**src/verilog/mor_pkg.sv**
```systemverilog
// package: register map, field layout and timing of the muting supervisor
package mor_pkg;
   // ***************************************************************
   // timing
   // ***************************************************************
   localparam int CLK_PERIOD_PS = 5000;
   localparam int MS_PS = 1000000000;
   localparam int MS_CYCLES_DEF = (MS_PS + CLK_PERIOD_PS - 1) / CLK_PERIOD_PS;
   localparam int S_MS = 1000;
   localparam int MIN_MS = 60000;
   localparam int PAIR_LIM = 1000;
   localparam int FILT_MAX = 1000;
   localparam int DLY_MAX = 1000;
   localparam int TEACH_MIN = 500;
   localparam int TEACH_MAX = 4000;
   localparam logic [2:0] TOL_MAX = 3'h6;
   // ***************************************************************
   // register map (byte addresses) and fields
   // ***************************************************************
   localparam int AW = 6;
   localparam logic [AW-1:0] A_CTRL = 6'h00;
   localparam logic [AW-1:0] A_MUTE = 6'h04;
   localparam logic [AW-1:0] A_DLY = 6'h08;
   localparam logic [AW-1:0] A_FILT = 6'h0C;
   localparam logic [AW-1:0] A_DYN = 6'h10;
   localparam logic [AW-1:0] A_OVR = 6'h14;
   localparam logic [AW-1:0] A_ZONE = 6'h18;
   localparam logic [AW-1:0] A_BLANK = 6'h1C;
   localparam logic [AW-1:0] A_STAT = 6'h20;
   localparam logic [AW-1:0] A_ISTAT = 6'h24;
   localparam logic [AW-1:0] A_IMASK = 6'h28;
   localparam int C_MANUAL = 0;
   localparam int C_CODE = 1;
   localparam int C_FB_CHECK = 3;
   localparam int C_MUTE = 4;
   localparam int C_BLANK = 5;
   localparam int C_RRES = 6;
   localparam int C_STOPCLR = 7;
   localparam int C_DYN = 8;
   localparam int C_TOP = 9;
   localparam int C_LAMP = 10;
   localparam int C_EDGE = 11;
   localparam int C_4S = 12;
   localparam int M_MULT = 0;
   localparam int M_TMAX = 8;
   localparam int M_TMIN = 16;
   localparam int F_ACT = 0;
   localparam int F_DEACT = 16;
   localparam int D_TEACH = 0;
   localparam int D_TOL = 16;
   localparam logic [31:0] CTRL_RST = 32'h0000_0000;
   localparam logic [31:0] MUTE_RST = 32'h0064_0301;
   localparam logic [31:0] DYN_RST = 32'h0000_07D0;
   localparam logic [31:0] OVR_RST = 32'h0000_0001;
   // ***************************************************************
   // sync slots, events, states
   // ***************************************************************
   localparam int I_M1 = 0;
   localparam int I_M2 = 1;
   localparam int I_O1 = 2;
   localparam int I_O2 = 3;
   localparam int I_RS = 4;
   localparam int I_FB = 5;
   localparam int I_LAMP = 6;
   localparam int NEV = 8;
   localparam int E_MSTART = 0;
   localparam int E_MEND = 1;
   localparam int E_PAIR = 2;
   localparam int E_MTO = 3;
   localparam int E_LAMP = 4;
   localparam int E_OSTART = 5;
   localparam int E_OEND = 6;
   localparam int E_LOCK = 7;
   typedef enum logic [2:0] {
      ST_RUN, ST_WAIT2, ST_MUTED, ST_DELAY, ST_OVR, ST_LOCK
   } mor_st_e;
endpackage

```
**src/verilog/mor_mute_ctrl.sv**
```systemverilog
// muting, blanking and override supervisor with avalon-mm registers
//
// Design decisions made here: the register offsets and the Avalon-MM interface to the registers.
`timescale 1ns/1ps
`default_nettype none
// Contract
// - muting time limit is multiplier (1..16, default 2) times measured pair interval
// - muting stops on sensor release only, or also on a clear curtain
// - pair interval below configured minimum (default 100 ms) is a fault
// - pair interval above configured maximum (1..16 s, default 4) is a fault
// - muting extends by delay time 0..1000 ms after sequence end
// - muting inputs filtered 0..1000 ms before counting as released
// - muting inputs filtered 0..1000 ms before counting as active
// - dynamic muting narrows to taught material height after teach time
// - dynamic muting tolerates 0..6 extra beams above taught height
// - start-from-top reverses beam order for dynamic muting
// - optional lamp check faults muting when the lamp is absent
// - level override needs both override inputs held throughout
// - edge override starts on edge and runs without held inputs
// - automatic restart keeps outputs high after override ends
// - manual restart enters interlock after override, awaits restart
// - restart mode, coding and contactor feedback check are settable
// - function select muting, blanking or both, plus reduced resolution
// - beams grouped into a zone that muting covers; blanking uses its own beam mask
module mor_mute_ctrl #(
   parameter int BEAMS = 16,
   parameter int MS_CYCLES = mor_pkg::MS_CYCLES_DEF,
   parameter int PAIR_MIN_LO = 10
) (
   // clock and reset
   input wire logic sys_clk_i,
   input wire logic nrst_i,
   // avalon-mm slave
   input wire logic [mor_pkg::AW-1:0] avs_address_i,
   input wire logic avs_read_i,
   input wire logic avs_write_i,
   input wire logic [31:0] avs_writedata_i,
   input wire logic [3:0] avs_byteenable_i,
   output logic [31:0] avs_readdata_o,
   output logic avs_waitrequest_o,
   output logic irq_o,
   // field inputs, asynchronous
   input wire logic mute1_i,
   input wire logic mute2_i,
   input wire logic ovr1_i,
   input wire logic ovr2_i,
   input wire logic restart_i,
   input wire logic contactor_feedback_check_i,
   input wire logic lamp_ok_i,
   // optical front end, same clock
   input wire logic [BEAMS-1:0] beam_blocked_i,
   // safety and status outputs
   output logic safe_o,
   output logic mute_lamp_o,
   output logic ovr_status_o,
   output logic [1:0] coding_o
);
   import mor_pkg::*;

   localparam int TW = $clog2(MS_CYCLES);
   localparam int HW = $clog2(BEAMS);

   if (BEAMS < 2 || BEAMS > 32 || MS_CYCLES < 2 ||
       PAIR_MIN_LO < 0 || PAIR_MIN_LO > PAIR_LIM) begin : g_bad
      $error("mor_mute_ctrl: unsupported parameter value");
   end

   typedef struct packed {
      logic [6:0] sy1;
      logic [6:0] sy2;
      logic rst_q;
      logic ovr_q;
      logic [TW-1:0] div;
      logic tick;
      logic [1:0][9:0] fcnt;
      logic [1:0] filt;
      mor_st_e st;
      logic [23:0] cnt;
      logic [13:0] pair;
      logic [11:0] teach;
      logic tdone;
      logic occ;
      logic [HW-1:0] height;
      logic safe;
      logic [31:0] ctrl;
      logic [31:0] mute;
      logic [31:0] dly;
      logic [31:0] filtc;
      logic [31:0] dyn;
      logic [31:0] ovrc;
      logic [BEAMS-1:0] zone;
      logic [BEAMS-1:0] blank;
      logic [NEV-1:0] ist;
      logic [NEV-1:0] imsk;
      logic ack;
      logic [31:0] rdata;
   } mor_state_s;

   mor_state_s q;
   mor_state_s next_q;

   // decoded terms, also watched by the checks below
   logic both;
   logic any;
   logic clear;
   logic intr;
   logic lamp_bad;
   logic ovr_both;
   logic ovr_fin;
   logic otime;
   logic [15:0] pair_min;
   logic [15:0] pair_max;
   logic [15:0] dlyms;
   logic [23:0] lim;
   logic req;

   // ***************************************************************
   // helpers
   // ***************************************************************
   function automatic logic [15:0] clampv(input logic [15:0] v,
      input logic [15:0] lo, input logic [15:0] hi);
      clampv = (v < lo) ? lo : ((v > hi) ? hi : v);
   endfunction

   function automatic logic [BEAMS-1:0] rev(input logic [BEAMS-1:0] v);
      for (int i = 0; i < BEAMS; i++) begin
         rev[i] = v[BEAMS-1-i];
      end
   endfunction

   function automatic logic [5:0] popc(input logic [BEAMS-1:0] v);
      popc = '0;
      for (int i = 0; i < BEAMS; i++) begin
         popc = popc + 6'(v[i]);
      end
   endfunction

   function automatic logic [HW-1:0] topi(input logic [BEAMS-1:0] v);
      topi = '0;
      for (int i = 0; i < BEAMS; i++) begin
         if (v[i]) begin
            topi = HW'(i);
         end
      end
   endfunction

   function automatic logic [BEAMS-1:0] lowm(input logic [5:0] h);
      for (int i = 0; i < BEAMS; i++) begin
         lowm[i] = (6'(i) <= h);
      end
   endfunction

   function automatic logic [31:0] merge(input logic [31:0] o,
      input logic [31:0] w, input logic [3:0] be);
      for (int i = 0; i < 4; i++) begin
         merge[8*i +: 8] = be[i] ? w[8*i +: 8] : o[8*i +: 8];
      end
   endfunction

   // ***************************************************************
   // next state
   // ***************************************************************
   always_comb begin
      logic [BEAMS-1:0] ord;
      logic [BEAMS-1:0] mmask;
      logic [BEAMS-1:0] eff;
      logic [15:0] fth;
      logic [15:0] tch;
      logic [15:0] lo;
      logic [23:0] olim;
      logic [2:0] tol;
      logic [NEV-1:0] ev;
      logic [31:0] wm;
      logic ovr_go;
      logic fb_ok;
      logic rs_rise;
      logic fault;
      ord = '0;
      mmask = '0;
      eff = '0;
      fth = '0;
      tch = '0;
      lo = '0;
      olim = '0;
      tol = '0;
      ev = '0;
      wm = '0;
      fault = 1'b0;
      ovr_go = 1'b0;
      fb_ok = 1'b0;
      rs_rise = 1'b0;
      next_q = q;
      next_q.sy1 = {lamp_ok_i, contactor_feedback_check_i, restart_i,
                    ovr2_i, ovr1_i, mute2_i, mute1_i};
      next_q.sy2 = q.sy1;
      next_q.rst_q = q.sy2[I_RS];
      ovr_both = q.sy2[I_O1] & q.sy2[I_O2];
      next_q.ovr_q = ovr_both;
      rs_rise = q.sy2[I_RS] & ~q.rst_q;
      fb_ok = ~q.ctrl[C_FB_CHECK] | q.sy2[I_FB];
      // millisecond time base
      next_q.tick = 1'b0;
      if (q.div == TW'(MS_CYCLES - 1)) begin
         next_q.div = '0;
         next_q.tick = 1'b1;
      end else begin
         next_q.div = q.div + TW'(1);
      end
      // a change only counts once the new level has held the filter time
      for (int k = 0; k < 2; k++) begin
         fth = q.sy2[k] ?
            clampv(16'(q.filtc[F_ACT +: 10]), '0, 16'(FILT_MAX)) :
            clampv(16'(q.filtc[F_DEACT +: 10]), '0, 16'(FILT_MAX));
         if (q.sy2[k] == q.filt[k]) begin
            next_q.fcnt[k] = '0;
         end else if (16'(q.fcnt[k]) >= fth) begin
            next_q.filt[k] = q.sy2[k];
            next_q.fcnt[k] = '0;
         end else if (q.tick) begin
            next_q.fcnt[k] = q.fcnt[k] + 10'd1;
         end
      end
      both = q.filt[0] & q.filt[1];
      any = q.filt[0] | q.filt[1];
      // configuration, clamped to the legal ranges at use
      lo = q.ctrl[C_4S] ? '0 : 16'(PAIR_MIN_LO);
      pair_min = clampv(16'(q.mute[M_TMIN +: 10]), lo, 16'(PAIR_LIM));
      pair_max = (16'(q.mute[M_TMAX +: 4]) + 16'd1) * 16'(S_MS);
      lim = 24'({1'b0, q.mute[M_MULT +: 4]} + 5'd1) * 24'(q.pair);
      dlyms = clampv(16'(q.dly[9:0]), '0, 16'(DLY_MAX));
      tch = clampv(16'(q.dyn[D_TEACH +: 12]), 16'(TEACH_MIN),
                   16'(TEACH_MAX));
      tol = (q.dyn[D_TOL +: 3] > TOL_MAX) ? TOL_MAX : q.dyn[D_TOL +: 3];
      olim = 24'({1'b0, q.ovrc[7:0]} + 9'd1) * 24'(MIN_MS);
      // beam evaluation
      ord = q.ctrl[C_TOP] ? rev(beam_blocked_i) : beam_blocked_i;
      clear = ~|beam_blocked_i;
      eff = beam_blocked_i;
      if (q.ctrl[C_BLANK]) begin
         eff = eff & ~q.blank;
      end
      mmask = '1;
      if (q.ctrl[C_DYN] && q.tdone) begin
         mmask = lowm(6'(q.height) + 6'(tol));
         mmask = q.ctrl[C_TOP] ? rev(mmask) : mmask;
      end
      mmask = mmask & q.zone;
      if (q.st == ST_MUTED || q.st == ST_DELAY) begin
         eff = eff & ~mmask;
      end
      // reduced resolution lets one isolated interrupted beam pass
      intr = q.ctrl[C_RRES] ? (popc(eff) > 6'd1) : |eff;
      lamp_bad = q.ctrl[C_LAMP] & ~q.sy2[I_LAMP];
      ovr_go = q.ctrl[C_EDGE] ? (ovr_both & ~q.ovr_q) : ovr_both;
      otime = (q.cnt >= olim);
      // level mode ends the moment either input drops
      ovr_fin = clear | (~q.ctrl[C_EDGE] & ~ovr_both);
      // ***************************************************************
      // sequence
      // ***************************************************************
      case (q.st)
         ST_RUN: begin
            next_q.safe = ~intr;
            if (ovr_go && intr) begin
               next_q.st = ST_OVR;
               next_q.cnt = '0;
               ev[E_OSTART] = 1'b1;
            end else if (intr && q.ctrl[C_MANUAL]) begin
               fault = 1'b1;
            end else if (q.ctrl[C_MUTE] && any) begin
               next_q.st = ST_WAIT2;
               next_q.cnt = '0;
            end
         end
         ST_WAIT2: begin
            next_q.safe = ~intr;
            if (q.tick) begin
               next_q.cnt = q.cnt + 24'd1;
            end
            if (intr && q.ctrl[C_MANUAL]) begin
               fault = 1'b1;
            end else if (both) begin
               if (q.cnt >= 24'(pair_min)) begin
                  next_q.st = ST_MUTED;
                  next_q.pair = q.cnt[13:0];
                  next_q.cnt = '0;
                  next_q.teach = '0;
                  next_q.tdone = 1'b0;
                  next_q.occ = 1'b0;
                  next_q.height = '0;
                  ev[E_MSTART] = 1'b1;
               end else begin
                  fault = 1'b1;
                  ev[E_PAIR] = 1'b1;
               end
            end else if (!any) begin
               next_q.st = ST_RUN;
            end else if (q.cnt > 24'(pair_max)) begin
               fault = 1'b1;
               ev[E_PAIR] = 1'b1;
            end
         end
         ST_MUTED: begin
            next_q.safe = ~intr;
            if (q.tick) begin
               next_q.cnt = q.cnt + 24'd1;
            end
            next_q.occ = q.occ | ~clear;
            // teach: remember the highest interrupted beam
            if (q.ctrl[C_DYN] && !q.tdone) begin
               if (|ord && topi(ord) > q.height) begin
                  next_q.height = topi(ord);
               end
               if (16'(q.teach) >= tch) begin
                  next_q.tdone = 1'b1;
               end else if (q.tick) begin
                  next_q.teach = q.teach + 12'd1;
               end
            end
            if (lamp_bad) begin
               fault = 1'b1;
               ev[E_LAMP] = 1'b1;
            end else if (q.cnt >= lim) begin
               fault = 1'b1;
               ev[E_MTO] = 1'b1;
            end else if (q.ctrl[C_STOPCLR] && q.occ && clear) begin
               next_q.st = ST_RUN;
               ev[E_MEND] = 1'b1;
            end else if (!any) begin
               next_q.st = ST_DELAY;
               next_q.cnt = '0;
            end
         end
         ST_DELAY: begin
            next_q.safe = ~intr;
            if (q.cnt >= 24'(dlyms)) begin
               next_q.st = ST_RUN;
               ev[E_MEND] = 1'b1;
            end else if (q.tick) begin
               next_q.cnt = q.cnt + 24'd1;
            end
         end
         ST_OVR: begin
            next_q.safe = 1'b1;
            if (q.tick) begin
               next_q.cnt = q.cnt + 24'd1;
            end
            if (lamp_bad) begin
               fault = 1'b1;
               ev[E_LAMP] = 1'b1;
            end else if (otime) begin
               fault = 1'b1;
               ev[E_OEND] = 1'b1;
            end else if (ovr_fin) begin
               ev[E_OEND] = 1'b1;
               if (q.ctrl[C_MANUAL]) begin
                  fault = 1'b1;
               end else begin
                  next_q.st = ST_RUN;
               end
            end
         end
         ST_LOCK: begin
            next_q.safe = 1'b0;
            if (ovr_go && intr) begin
               next_q.st = ST_OVR;
               next_q.cnt = '0;
               ev[E_OSTART] = 1'b1;
            end else if (rs_rise && !intr && fb_ok) begin
               next_q.st = ST_RUN;
            end
         end
         default: begin
            fault = 1'b1;
         end
      endcase
      if (fault) begin
         next_q.st = ST_LOCK;
         next_q.safe = 1'b0;
         ev[E_LOCK] = 1'b1;
      end
      // ***************************************************************
      // register slave: one wait state, then the answer
      // ***************************************************************
      req = avs_read_i | avs_write_i;
      next_q.ack = req & ~q.ack;
      if (req && !q.ack) begin
         case (avs_address_i)
            A_CTRL: next_q.rdata = q.ctrl;
            A_MUTE: next_q.rdata = q.mute;
            A_DLY: next_q.rdata = q.dly;
            A_FILT: next_q.rdata = q.filtc;
            A_DYN: next_q.rdata = q.dyn;
            A_OVR: next_q.rdata = q.ovrc;
            A_ZONE: next_q.rdata = 32'(q.zone);
            A_BLANK: next_q.rdata = 32'(q.blank);
            A_STAT: next_q.rdata = 32'({q.height, q.tdone, q.safe, q.st});
            A_ISTAT: next_q.rdata = 32'(q.ist);
            A_IMASK: next_q.rdata = 32'(q.imsk);
            default: next_q.rdata = '0;
         endcase
      end
      if (avs_write_i && q.ack) begin
         case (avs_address_i)
            A_CTRL: next_q.ctrl = merge(q.ctrl, avs_writedata_i,
                                        avs_byteenable_i);
            A_MUTE: next_q.mute = merge(q.mute, avs_writedata_i,
                                        avs_byteenable_i);
            A_DLY: next_q.dly = merge(q.dly, avs_writedata_i,
                                      avs_byteenable_i);
            A_FILT: next_q.filtc = merge(q.filtc, avs_writedata_i,
                                         avs_byteenable_i);
            A_DYN: next_q.dyn = merge(q.dyn, avs_writedata_i,
                                      avs_byteenable_i);
            A_OVR: next_q.ovrc = merge(q.ovrc, avs_writedata_i,
                                       avs_byteenable_i);
            A_ZONE: next_q.zone = BEAMS'(merge(32'(q.zone),
                        avs_writedata_i, avs_byteenable_i));
            A_BLANK: next_q.blank = BEAMS'(merge(32'(q.blank),
                        avs_writedata_i, avs_byteenable_i));
            A_ISTAT: wm = merge('0, avs_writedata_i, avs_byteenable_i);
            A_IMASK: next_q.imsk = NEV'(merge(32'(q.imsk),
                        avs_writedata_i, avs_byteenable_i));
            default: wm = '0;
         endcase
      end
      // a new event beats a clear in the same cycle
      next_q.ist = (q.ist & ~wm[NEV-1:0]) | ev;
   end

   always_ff @(posedge sys_clk_i or negedge nrst_i) begin
      if (!nrst_i) begin
         q <= '0;
         q.st <= ST_RUN;
         q.ctrl <= CTRL_RST;
         q.mute <= MUTE_RST;
         q.dyn <= DYN_RST;
         q.ovrc <= OVR_RST;
         q.zone <= '1;
      end else begin
         q <= next_q;
      end
   end

   assign avs_waitrequest_o = req & ~q.ack;
   assign avs_readdata_o = q.rdata;
   assign irq_o = |(q.ist & q.imsk);
   assign safe_o = q.safe;
   assign mute_lamp_o = (q.st == ST_MUTED) || (q.st == ST_DELAY) ||
                        (q.st == ST_OVR);
   assign ovr_status_o = (q.st == ST_OVR);
   assign coding_o = q.ctrl[C_CODE +: 2];
endmodule
`default_nettype wire

```
**config.mk**
```make
export PLATFORM = sky130hd
export DESIGN_NAME = mor_mute_ctrl
export DESIGN_NICKNAME = d
export VERILOG_FILES = /design/src/verilog/mor_pkg.sv /design/src/verilog/mor_mute_ctrl.sv
export SDC_FILE = /design/constraint.sdc
export NUM_CORES = 1
export LEC_CHECK = 0
export ABC_AREA = 1
export BUFFER_PORTS_ARGS = -buffer_cell sky130_fd_sc_hd__buf_2
export CAP_MARGIN = 20
export CORE_MARGIN = 2
export CORE_UTILIZATION = 48
export CTS_BUF_LIST = sky130_fd_sc_hd__clkbuf_8
export DETAILED_ROUTE_END_ITERATION = 6
export PLACE_DENSITY = 0.67
export REMOVE_ABC_BUFFERS = 1
export SLEW_MARGIN = 10
export SYNTH_ARGS = -nofsm -noshare
export SYNTH_HDL_FRONTEND = slang
export SYNTH_SLANG_ARGS = --single-unit
```
**constraint.sdc**
```tcl
create_clock -name sys_clk_i -period 7.6 [get_ports sys_clk_i]
set_input_delay 1.52 -clock sys_clk_i [delete_from_list [all_inputs] [get_ports sys_clk_i]]
set_output_delay 1.52 -clock sys_clk_i [all_outputs]
set_load 0.005 [all_outputs]
```
==> impl_metrics.json <==
{
  "hold-worst-slack_ns": 0.336,
  "p_per_area_nw_per_um2": 184,
  "dp_cells": 4130,
  "cp.arrival_ns": 7.56,
  "ys_types": 60,
  "grt_pass1_wl_um": 122000,
  "cts_tree": "yes",
  "yosys_warnings": 0,
  "slew_viol_final": 0,
  "max_freq_ghz": 0.143,
  "synth_area_leaders": "dfrtp_1, nand2_1, ha_1",
  "syn_area_sq_um": 26900,
  "synth.avg_cell_area_sq_um": 7.98,
  "ant_nets": 0,
  "final_hold_viol_count": 0,
  "cts-buffers-inserted": 72,
  "rrSetupSlack_ns": 0.59,
  "fin_setup_tns_ns": 0,
  "synth_seq_cells": 390,
  "setup_viol": 0,
  "drv_cap": 0,
  "crit_fanout": 7,
  "final_util_pct": 53.6,
  "placed_area_sq_um": 28000,
  "antenna_found_initial": 2,
  "boundaryPins": 108,
  "power_leakage_nw": 14.8,
  "place_congestion": 0.962,
  "root_buffer": "clkbuf_8",
  "drive_above_1_share_pct": 9.52,
  "dieArea_sq_um": 57900,
  "dp_slack_ns": 0.336,
  "dr_total_vias": 23367,
  "diodes": 0,
  "cts.sinks": 390,
  "worst_pin_slew_ns": 1.21,
  "end_kind": "register",
  "grt.busiest_layer": "met2",
  "core_area_sq_um": 55200,
  "drc": 0,
  "ys_seq_area_share_pct": 36.4,
  "fin_worst_skew_ns": 0.0277,
  "synth.most_common_cell": "nand2_1",
  "fin_crit_sh_pct": 92.2,
  "maxSlewHeadroom_pct": 18.4,
  "start_util_pct": 48.7,
  "synth_commonest_cells": "nand2_1, inv_1, dfrtp_1",
  "synth_top_area_share_pct": 33.6,
  "stdcell_area_sq_um": 29600,
  "cpMostUsedCell": "nand2_1",
  "power.total_mw": 5.43,
  "worst-setup-path-type": "register to register",
  "overflow": 0,
  "worst_slack_ns": 0.593,
  "fillers": 5233,
  "drt_pass1_iterations": 5,
  "met3_usage_pct": 7.17,
  "slowest_stage": "dfstp_2",
  "synth_edf_count": 0,
  "numPortBuffers": 107,
  "cts_buffer_depth": 3,
  "clk_pin_slew_ns": 0.07,
  "vias_per_cell": 5.48,
  "netlist_instances": 3370,
  "insertion_delay_ns": 0.67,
  "die_h_um": 241,
  "drt_iter0_markers": 2015,
  "ys_async_sr_fraction_pct": 100,
  "grtUsageMet1_pct": 38.1,
  "finalCriticalPeriod_ns": 7.01,
  "finalNonFillerCells": 4266,
  "grt_use_total_pct": 27.2,
  "area_growth_pct": 10.0,
  "status": "complete, no violations",
  "cp.required_ns": 8.15,
  "startpoint_type": "register",
  "wire_per_inst_um": 18.2,
  "htreeDepth": 3,
  "die_w_um": 241,
  "nets": 3842,
  "synthFlopType": "dfrtp_1",
  "grt_max_degree": 154,
  "holdCritPathClass": "register to register",
  "num_rows": 86,
  "yosysTopAreaCell": "dfrtp_1",
  "first_global_vias": 22206,
  "max_stage_delay_ns": 0.60,
  "dpl.hpwl_um": 57900,
  "grt_use_met2_pct": 40.9,
  "routed_wirelength_um": 77500,
  "max-vdd-ir-drop_mv": 0.157
}
## worst max-delay path, delay by kind of cell (launching register included)
kind | cells | cell delay [ns]
buffers and inverters | 5 | 0.52
flip-flops | 1 | 0.60
adder cells (fa/ha/maj) | 6 | 2.49
XOR/XNOR | 2 | 0.39
AO/OA/AOI/OAI | 8 | 0.96
AND/OR/NAND/NOR | 19 | 1.95
## sequential cells by signal (all words and copies together), names as in the netlist
name / flops
q: 347
avs_readdata_o: 32
safe_o: 1
next_q: 8
coding_o: 2
## power by group
| part | switching (mW) | total, mW | internal (mW) |
|---|---|---|---|
| Combinational | 0.739 | 1.09 | 0.349 |
| Clock | 0.958 | 2.08 | 1.12 |
| Sequential | 0.0956 | 2.26 | 2.17 |
| Total | 1.79 | 5.43 | 3.64 |
## routing by layer
metal  vias to the layer above  share of wire (%)  wire, um
met5                         -              0.030        23
met2                       950                 44     33800
met4                         4                3.1      2380
met1                     11035                 44     34200
met3                       174                9.1      7090
li1                      11204                  -         -
## layout make-up
type                    instances  area [sq um]  share of cell area [%]
repair buffers                142           833                    2.82
multi-input cells            2388         14800                    49.9
inverters                     469          1770                    5.97
clock inverters                38           229                   0.774
well taps                     748           936                    3.16
flip-flops and latches        390          9800                    33.1
clock buffers                  91          1250                    4.23
## logic make-up after synthesis
family | count (synthesis) | share of synthesized area [%]
adders and majority gates | 310 | 16.7
AOI/OAI and AO/OA | 660 | 14.1
DFF | 390 | 36.4
buffers and inverters | 592 | 8.92
xor gates and xnor gates | 101 | 3.32
and+or+nand+nor | 1317 | 20.5
## cells in the final DEF, fill, tap and decap left out, types with 7 or more instances in the layout
| master | instances |
|---|---|
| clkinv_2 | 7 |
| fa_1 | 83 |
| buf_4 | 33 |
| nor4_1 | 10 |
| o21bai_1 | 11 |
| o21a_1 | 7 |
| a21o_1 | 12 |
| nand4_1 | 48 |
| a22oi_1 | 33 |
| o21ai_1 | 17 |
| o31ai_1 | 7 |
| o21ai_0 | 331 |
| nand3_1 | 98 |
| nor2_1 | 202 |
| nor3b_1 | 7 |
| o22ai_1 | 21 |
| o211ai_1 | 8 |
| nand3b_1 | 18 |
| a31oi_1 | 9 |
| buf_2 | 106 |
| nand2_1 | 838 |
| xor2_1 | 75 |
| nand3_2 | 7 |
| a221oi_1 | 26 |
| dfstp_2 | 29 |
| a21oi_1 | 137 |
| xnor2_1 | 24 |
| nor3_1 | 48 |
| nor2_2 | 17 |
| a211oi_1 | 7 |
| o2111ai_1 | 13 |
| dfrtp_1 | 361 |
| ha_1 | 226 |
| inv_1 | 482 |
| clkbuf_8 | 91 |
## path summary, 6_finish.rpt
kind / depth (start not counted) / end / from
min in group asynchronous: 1 / avs_readdata_o[30]$_DFFE_PN0P_ / nrst_i
max reg2reg: 40 / q[331]$_DFFE_PN0P_ / q[81]$_DFFE_PN1P_
min: 0 / q[382]$_DFF_PN0_ / next_q[382]$_DFF_PN0_
max in group asynchronous: 2 / q[323]$_DFFE_PN0P_ / nrst_i
min reg2reg: 0 / q[382]$_DFF_PN0_ / next_q[382]$_DFF_PN0_
max: 40 / q[331]$_DFFE_PN0P_ / q[81]$_DFFE_PN1P_
## timing repair
item / in CTS / in global routing
setup buffers: 0 / 7
endpoints found under the setup margin: 0 / 29
gates resized for setup: 0 / 12
hold buffers: 0 / 0
(Power assumes the default switching activity.)
